==> src/hw/pdm_pkg.sv <==
// Constants and types for the pulse dimming and pump mode controller
// Function
// - Power-up starts pump at unity gain, stays while channels regulate.
// - Lost regulation steps pump up only after about 400 us delay.
// - Pump steps one at a time: 1x, 1.33x, 1.5x, 2x.
// - Headroom detected in higher mode returns pump directly to unity.
// - Dimming level starts at full scale, 100 percent.
// - One enable/dimming pin both enables driver and carries dimming pulses.
// - Each qualifying rising edge halves current, six levels down to 3.125 percent.
// - Low pulses shorter than 0.2 us may be filtered and ignored.
// - Low pulses beyond 100 us may shut device down instead of dimming.
// - Pin low continuously for 1.5 ms forces zero-current shutdown.
// - LED current settles to new level within typically 40 us.
package pdm_pkg;
  // Clock rate in kHz
  localparam int unsigned CLK_KHZ = 25000;
  // Times in nanoseconds as printed
  localparam int unsigned PROG_LOW_MIN_NS = 200;
  localparam int unsigned SHUTDOWN_LOW_NS = 1500000;
  localparam int unsigned PUMP_DELAY_NS = 400000;
  localparam int unsigned SETTLE_NS = 40000;
  // Least times round up, at least one cycle
  localparam int unsigned LOW_MIN_CYC_RAW = (PROG_LOW_MIN_NS * (CLK_KHZ / 1000) + 999) / 1000;
  localparam int unsigned LOW_MIN_CYC = (LOW_MIN_CYC_RAW < 1) ? 1 : LOW_MIN_CYC_RAW;
  localparam int unsigned SHUTDOWN_CYC = (SHUTDOWN_LOW_NS / 1000) * (CLK_KHZ / 1000);
  localparam int unsigned PUMP_DELAY_CYC = (PUMP_DELAY_NS / 1000) * (CLK_KHZ / 1000);
  localparam int unsigned SETTLE_CYC = (SETTLE_NS / 1000) * (CLK_KHZ / 1000);
  // Counter width covers the longest count
  localparam int unsigned CNT_W = 16;
  // Dimming levels: 0 is full scale, 5 is 3.125 percent
  localparam logic [2:0] DIM_FULL = 3'h0;
  localparam logic [2:0] DIM_LOWEST = 3'h5;
  // Reset values
  localparam logic [CNT_W-1:0] CNT_RST = 16'h0000;
  typedef enum logic [1:0] {PDM_GAIN_1X, PDM_GAIN_1X33, PDM_GAIN_1X5, PDM_GAIN_2X} pdm_gain_e;
endpackage

==> src/hw/pdm_sync.sv <==
// Two flop synchroniser for the dimming pin
`timescale 1ns/10ps
`default_nettype none
module pdm_sync (
  input wire logic clk,
  input wire logic rst,
  input wire logic async_in,
  output logic sync_out
);
  import pdm_pkg::*;
  logic meta_ff;
  logic sync_ff;
  logic nxt_meta;
  logic nxt_sync;
  // Pin idles low, like a shut down host
  always_comb begin
    nxt_meta = async_in;
    nxt_sync = meta_ff;
  end
  always_ff @(posedge clk or posedge rst) begin
    if (rst) begin
      meta_ff <= 1'b0;
      sync_ff <= 1'b0;
    end else begin
      meta_ff <= nxt_meta;
      sync_ff <= nxt_sync;
    end
  end
  assign sync_out = sync_ff;
endmodule // pdm_sync
`default_nettype wire

==> src/hw/pdm_pump.sv <==
// Charge pump gain sequencer
`timescale 1ns/10ps
`default_nettype none
module pdm_pump #(
  parameter int unsigned DELAY_CYC = pdm_pkg::PUMP_DELAY_CYC
) (
  input wire logic clk,
  input wire logic rst,
  input wire logic active,
  input wire logic regulation_lost,
  input wire logic unity_headroom,
  output pdm_pkg::pdm_gain_e gain
);
  import pdm_pkg::*;
  pdm_gain_e gain_ff;
  pdm_gain_e nxt_gain;
  logic [CNT_W-1:0] dly_ff;
  logic [CNT_W-1:0] nxt_dly;
  // Delay counts only while regulation stays lost; a recovery restarts it
  always_comb begin
    nxt_gain = gain_ff;
    nxt_dly = CNT_RST;
    if (!active) begin
      nxt_gain = PDM_GAIN_1X;
    end else if (unity_headroom && gain_ff != PDM_GAIN_1X) begin
      nxt_gain = PDM_GAIN_1X;
    end else if (regulation_lost && gain_ff != PDM_GAIN_2X) begin
      if (dly_ff >= CNT_W'(DELAY_CYC - 1)) begin
        unique case (gain_ff)
          PDM_GAIN_1X: nxt_gain = PDM_GAIN_1X33;
          PDM_GAIN_1X33: nxt_gain = PDM_GAIN_1X5;
          PDM_GAIN_1X5: nxt_gain = PDM_GAIN_2X;
          PDM_GAIN_2X: nxt_gain = PDM_GAIN_2X;
        endcase
      end else begin
        nxt_dly = dly_ff + 1'b1;
      end
    end
  end
  always_ff @(posedge clk or posedge rst) begin
    if (rst) begin
      gain_ff <= PDM_GAIN_1X;
      dly_ff <= CNT_RST;
    end else begin
      gain_ff <= nxt_gain;
      dly_ff <= nxt_dly;
    end
  end
  assign gain = gain_ff;
endmodule // pdm_pump
`default_nettype wire

==> src/hw/pdm_ctrl.sv <==
// Top: single pin enable, pulse dimming and pump mode control
`timescale 1ns/10ps
`default_nettype none
module pdm_ctrl #(
  parameter int unsigned SHUTDOWN_CYCLES = pdm_pkg::SHUTDOWN_CYC,
  parameter int unsigned PUMP_DELAY_CYCLES = pdm_pkg::PUMP_DELAY_CYC
) (
  input wire logic clk,
  input wire logic rst,
  input wire logic enable_dimming_pin,
  input wire logic regulation_lost,
  input wire logic unity_headroom,
  output logic driver_on,
  output logic [2:0] dim_level,
  output pdm_pkg::pdm_gain_e pump_gain,
  output logic current_settling
);
  import pdm_pkg::*;

  logic pin_s;
  logic pin_d_ff;
  logic nxt_pin_d;
  logic on_ff;
  logic nxt_on;
  logic [CNT_W-1:0] low_ff;
  logic [CNT_W-1:0] nxt_low;
  logic valid_low_ff;
  logic nxt_valid_low;
  logic [2:0] lvl_ff;
  logic [2:0] nxt_lvl;
  logic [CNT_W-1:0] settle_ff;
  logic [CNT_W-1:0] nxt_settle;
  logic busy_ff;
  logic nxt_busy;
  pdm_gain_e gain_w;

  // Pin is asynchronous to clk
  pdm_sync u_sync (
    .clk(clk),
    .rst(rst),
    .async_in(enable_dimming_pin),
    .sync_out(pin_s)
  );

  // Pump runs only while the driver is on
  pdm_pump #(
    .DELAY_CYC(PUMP_DELAY_CYCLES)
  ) u_pump (
    .clk(clk),
    .rst(rst),
    .active(nxt_on), // Same edge as shutdown, so the pump is never left above unity while off
    .regulation_lost(regulation_lost),
    .unity_headroom(unity_headroom),
    .gain(gain_w)
  );

  // Pin decode: wake, low time, dimming edges, shutdown
  always_comb begin
    nxt_pin_d = pin_s;
    nxt_on = on_ff;
    nxt_lvl = lvl_ff;
    nxt_low = low_ff;
    nxt_valid_low = valid_low_ff;
    nxt_settle = settle_ff;
    nxt_busy = busy_ff;
    if (pin_s) begin
      nxt_low = CNT_RST;
      if (!on_ff) begin
        nxt_on = 1'b1;
        nxt_lvl = DIM_FULL;
      end else if (!pin_d_ff && valid_low_ff) begin
        // Short glitches never set the valid flag
        if (lvl_ff != DIM_LOWEST) begin
          nxt_lvl = lvl_ff + 3'h1;
          nxt_settle = CNT_RST;
          nxt_busy = 1'b1;
        end
      end
      nxt_valid_low = 1'b0;
    end else if (on_ff) begin
      // Saturate counter so a stuck low cannot wrap
      if (low_ff != CNT_W'(SHUTDOWN_CYCLES - 1)) begin
        nxt_low = low_ff + 1'b1;
      end else begin
        nxt_on = 1'b0;
        nxt_lvl = DIM_FULL;
        nxt_busy = 1'b0;
      end
      if (low_ff >= CNT_W'(LOW_MIN_CYC - 1)) begin
        nxt_valid_low = 1'b1;
      end
    end
    // Settling window after each dimming step
    if (busy_ff && nxt_settle == settle_ff) begin
      if (settle_ff >= CNT_W'(SETTLE_CYC - 1)) begin
        nxt_busy = 1'b0;
      end else begin
        nxt_settle = settle_ff + 1'b1;
      end
    end
  end

  always_ff @(posedge clk or posedge rst) begin
    if (rst) begin
      pin_d_ff <= 1'b0;
      on_ff <= 1'b0;
      lvl_ff <= DIM_FULL;
      low_ff <= CNT_RST;
      valid_low_ff <= 1'b0;
      settle_ff <= CNT_RST;
      busy_ff <= 1'b0;
    end else begin
      pin_d_ff <= nxt_pin_d;
      on_ff <= nxt_on;
      lvl_ff <= nxt_lvl;
      low_ff <= nxt_low;
      valid_low_ff <= nxt_valid_low;
      settle_ff <= nxt_settle;
      busy_ff <= nxt_busy;
    end
  end

  assign driver_on = on_ff;
  assign dim_level = lvl_ff;
  assign pump_gain = gain_w;
  assign current_settling = busy_ff;
endmodule // pdm_ctrl
`default_nettype wire

==> config.mk <==
export PLATFORM = sky130hd
export DESIGN_NAME = pdm_ctrl
export DESIGN_NICKNAME = d
export VERILOG_FILES = /design/src/hw/pdm_pkg.sv /design/src/hw/pdm_sync.sv /design/src/hw/pdm_pump.sv /design/src/hw/pdm_ctrl.sv
export SDC_FILE = /design/constraint.sdc
export NUM_CORES = 1
export LEC_CHECK = 0
export ABC_AREA = 1
export BUFFER_PORTS_ARGS = -buffer_cell sky130_fd_sc_hd__buf_2
export CAP_MARGIN = 20
export CELL_PAD_IN_SITES_DETAIL_PLACEMENT = 1
export CELL_PAD_IN_SITES_GLOBAL_PLACEMENT = 1
export CORE_ASPECT_RATIO = 1.1
export CORE_MARGIN = 1.5
export CORE_UTILIZATION = 46
export CTS_CLUSTER_SIZE = 24
export DETAILED_ROUTE_END_ITERATION = 8
export HOLD_SLACK_MARGIN = 0.05
export PLACE_DENSITY_LB_ADDON = 0.08
export SLEW_MARGIN = 20
export SYNTH_ARGS = -nofsm -noshare
export SYNTH_HDL_FRONTEND = slang
export SYNTH_SLANG_ARGS = --single-unit
==> constraint.sdc <==
create_clock -name clk -period 2.4 [get_ports clk]
set_input_delay 0.72 -clock clk [delete_from_list [all_inputs] [get_ports clk]]
set_output_delay 0.72 -clock clk [all_outputs]
set_load 0.03 [all_outputs]
# After elaboration in Yosys (flattened, before gate mapping)
# Cells that the tools add are included.
# classes
eq_ne	12
multipliers	0
n_addsub	4
n_bitwise	0
shift	0
mux	38
order_cmp	3
n_reduce_logical	15
n_div	0
# op_table
op	count
16-bit two-way mux	13
16-bit by 1-bit adder with 16-bit output, second input constant	3
3-bit two-way mux	6
16-bit equality test	1
16-bit by 10-bit >= comparator with 1-bit output, second input constant	1
16-bit by 14-bit >= comparator with 1-bit output, second input constant	1
16-bit by 3-bit >= comparator with 1-bit output, second input constant	1
16-bit != test, second input constant	1
1-bit two-way mux	14
3-bit != test, second input constant	3
2-bit two-way mux	4
2-bit nonzero test	4
3-bit by 1-bit != test with 1-bit output, second input constant	2
2-bit one-hot mux with 3 select lines	1
2-bit AND reduction	3
2-bit equality test, second input constant	2
1-bit logical AND	4
4-bit AND reduction	1
3-bit by 1-bit adder with 3-bit output, second input constant	1
2-bit by 1-bit equality test with 1-bit output, second input constant	1
2-bit zero test	1
2-bit by 1-bit != test with 1-bit output, second input constant	1
2-bit != test, second input constant	1
2-bit OR reduction	1
1-bit zero test	1
# totals
mem_bits_rw	0
latchBits	0
output_inout_bits	7
mem_bits_ro	0
regBits	59
n_memories	0

# Depth between registers and ports, before layout
# logic_depth
depth_word	8
mapped_depth	13
ltp_nobuf	12

# By module
# From an unflattened synthesis, not the netlist that was laid out.
# hier_totals
cells_unflattened	511
area_unflattened_um2	3642.2
# by_module_without_submodules
module	seq_area_each_um2	cells_each	instances	area_per_inst_um2
pdm_ctrl	975.9	390	1	2652.5
pdm_pump	450.4	118	1	935.9
pdm_sync	50.0	3	1	53.8

# Worst setup path after synthesis
# OpenSTA, ideal clock, no wires.
# synth_path
path_type	flip-flop to flip-flop
from	register lvl_ff[1] (netlist: dim_level[1])
to	register settle_ff[0]
required_time_ns	2.284
t_arrival_ns	1.572
path_slack_ns	0.712
path_stages_with_launch	13
n_path_buf	0
synth_period_minus_slack_ns	1.688
cell_sequence	dfrtp_1 inv_1 ha_1 nand2_2 inv_1 nor2_2 nand3_2 inv_1 nand2_2 nand2_4 inv_4 nand2_1 nand2_1
# synth_between
elab_chain_len	8
word_cells_on_any_way	9
classes_between	eq/ne: 2; mux: 6; reduce/logical: 1
# synth_lines
element	line_no	rtl
start: declaration	pdm_ctrl.sv:29	logic [2:0] lvl_ff;
start signal: assignment	pdm_ctrl.sv:115	lvl_ff <= nxt_lvl;
3-bit != test (*)	pdm_ctrl.sv:73	if (lvl_ff != DIM_LOWEST) begin
16-bit two-way mux (*)	pdm_ctrl.sv:73	
16-bit two-way mux (*)	pdm_ctrl.sv:71	end else if (!pin_d_ff && valid_low_ff) begin
16-bit two-way mux (*)	pdm_ctrl.sv:68	if (!on_ff) begin
16-bit two-way mux (*)	pdm_ctrl.sv:66	if (pin_s) begin
16-bit equality test	pdm_ctrl.sv:94	if (busy_ff && nxt_settle == settle_ff) begin
1-bit logical AND	pdm_ctrl.sv:94	
16-bit two-way mux (*)	pdm_ctrl.sv:94	
named net nxt_settle[0]	pdm_ctrl.sv:32	logic [CNT_W-1:0] nxt_settle;
end signal: assignment	pdm_ctrl.sv:118	settle_ff <= nxt_settle;
end: declaration	pdm_ctrl.sv:31	logic [CNT_W-1:0] settle_ff;
# Mark *: on every way through the listed nets, which the timed path passes. The rest lies on a longest branch.
# A chain may end at the register's enable or synchronous reset.

# Worst setup path in the final report
# layout_path
from	register lvl_ff[0] (netlist: dim_level[0])
to	register settle_ff[5]
# Same word-level chain as after synthesis.

==> metrics <==
Wirelength per Cell ~15 um; cts bufs inserted 9; Sum Neg Setup Slack 0 ps; Post-synth EDFFs 0; Post-Route WL roughly 9400 um; Setup-failing EPs final 0; RSZ-0062 raised after global routing false; fin. max-slew vios 0; Max Fclk approximately 530 MHz; register area share after synthesis 41.2%; post-CTS sizing 0; Port Buffer Count 11; multi-input logic area approximately 1800 sq um; total chip power roughly 2800 uW; worst-skew pair later-pin latency roughly 340 ps; clock slew at reported path FFs around 70 ps; Placed Area between 3000 and 4000 sq um; synth warn 0; postcts setup bufs 0; power density over the cells ~700 nW/um^2; DRC 0; Filler Cells Inserted about 1000; I/O Pins 12; die width 87.2 um; Placed Cells about 600; CP Class reg -> reg; clk_skew 8.23 ps; CP required 2630 ps; cells after synthesis roughly 490; syn_area_per_cell 7.25 sq um; grt met3 use between 4 and 5%; core area approximately 7500 sq um; first-pass GRT wire length around 16000 um; die area around 8300 sq um; Row Count 33; Antenna Nets Post-Route 0; final core utilization 52.2%; CTS tree done; Final min period around 1900 ps; largest area contributor in the netlist dfrtp_1; Critical Path Source dim_level[0]$_DFFE_PP0P_; Critical Path AT around 2100 ps; final hold vios 0; Unique masters post-synth 32; non-filler cells, final ~620; area grow syn2layout 9.39%; global route overflow 0; Reg area ~1500 sq um; Die Y between 90 and 100 um; vias in the first global route roughly 3300; synthesized area 3580 sq um; Post-CTS Hold Buffers 0; dpl hpwl roughly 6900 um; Detailed Routing Iterations Pass 1 4; design area roughly 3900 sq um; Initial Util 47.7%; Tcrit/Tclk final between 70 and 80%; GRT busiest layer met2; Yosys top cell area share around two fifths; FF-to-FF Start dim_level[0]$_DFFE_PP0P_; met2 usage 43.0%; Setup crit end kind flip-flop; layout net count around 520; run status finished clean; type of origin of the critical path flip-flop; Clock Tree Buf Depth 2; VDD IR max between 0.0003 and 0.0004 V; Leakage Power between 0.0015 and 0.002 uW; Initial DRC Count about 120; async set-reset flop share out of synthesis 100%; worst-path fanout max 15; max-cap violations 0; GPL Wtd Cong 0.829; All-Layer GR Usage between 20% and 30%; Vias 3217; Post-synth top flop dfrtp_1; layout cells sized above 1 approximately 11%; top cells by area, synth dfrtp_1, nand2_1, nand3_1, inv_1, nor2_1; met1 Track Usage GR roughly 31%; clock sinks 59; largest net degree at the start of global routing 38; htree depth 3; diode count 0; Vias/cell around 5.2; initial antenna violation count 0; HP Class in -> async; flops & latches, synth around 60; Root Buffer clkbuf_8
-- Yosys cell counts (2+ instances only) --
cell,instances
nand3_2,5
nand3_1,42
a41oi_1,5
o21ai_2,3
inv_2,2
nand4_1,15
dfrtp_1,59
nor2_1,50
nor2_2,5
xnor2_1,3
inv_1,55
a21oi_1,3
buf_6,5
o21bai_1,2
nand2_2,5
buf_4,3
o21ai_1,3
buf_2,4
o21ai_0,16
nor3_1,17
nand2_1,161
nand2_4,2
ha_1,6
xor2_1,15
-- path summary, 6_finish.rpt --
check | depth (start not counted) | endpoint | slack [ps]
worst max-delay path | 11 | settle_ff[5]$_DFF_PP0_ | 530
worst min-delay path | 2 | u_pump.dly_ff[12]$_DFF_PP0_ | 290
worst max register to register | 11 | settle_ff[5]$_DFF_PP0_ | 530
worst min register to register | 0 | u_sync.sync_out$_DFF_PP0_ | 360
max in group asynchronous | 3 | low_ff[12]$_DFFE_PP0P_ | 1610
min in group clk | 0 | u_sync.sync_out$_DFF_PP0_ | 360
-- worst max-delay path: stages, from the launching register on --
cell and delay (ps):
dfrtp_1 430, ha_1 230, nand2_2 110, inv_1 60, nor2_2 100, nand3_2 240, inv_1 150, nand2_2 100
nand2_4 140, inv_4 70, nand2_1 60, nand2_1 50
-- kinds of logic (layout without fill, tap and decap cells) --
kind of cell,Yosys count,in the layout,share of synthesized area [%]
compound gates,34,34,5.90
xor+xnor,18,18,4.40
fa+ha+maj,6,6,2.09
buf+inv,71,89,9.04
flops,59,59,41.2
other cells,1,2,0.105
simple gates,305,305,37.3
-- metal layers --
layer	vias up	wire length, um
li1	1596	-
met1	1575	4240
met2	31	4780
met3	15	178
met4	0	180
met5	-	0
-- registers in the layout, summed over array words and instances, names as in the netlist --
register          count
u_pump.dly_ff        16
driver_on             1
low_ff               16
u_pump.gain           2
valid_low_ff          1
u_sync.sync_out       1
u_sync.meta_ff        1
current_settling      1
pin_d_ff              1
settle_ff            16
dim_level             3
-- where the power goes --
group	internal, uW	switching (uW)
Combinational	198	427
Clock	578	419
Sequential	1080	94.4
Total	1850	940
-- cells in the final DEF (no fill, tap or decap), types with 4 or more instances in the layout --
master    count
nand3_2       5
nand3_1      42
clkinv_2      4
dfrtp_1      59
o21ai_0      16
nor2_1       50
ha_1          6
nor2_2        5
buf_2        11
a41oi_1       5
nand2_1     161
nand4_1      15
nor3_1       17
clkbuf_8      9
xor2_1       15
nand2_2       5
inv_1        54
-- per-stage QoR --
| stage | setup WS, ps | hold WS (ps) |
|---|---|---|
| 6_report | 529 | 292 |
| 4_1_cts | 518 | 286 |
| 5_1_grt | 326 | 292 |
| 3_3_place_gp | 652 | 337 |
| 3_5_place_dp | 553 | 340 |
| 2_1_floorplan | 224 | 331 |
-- cell type report --
| type | instances | area share (%) |
|---|---|---|
| clock inverters | 6 | 2.04 |
| well taps | 105 | 3.35 |
| clock buffers | 10 | 3.26 |
| flip-flops and latches | 59 | 37.7 |
| inverters | 58 | 5.62 |
| repair buffers | 15 | 2.49 |
| multi-input cells | 365 | 45.6 |
Note: power is estimated with default switching activity, not from simulation.
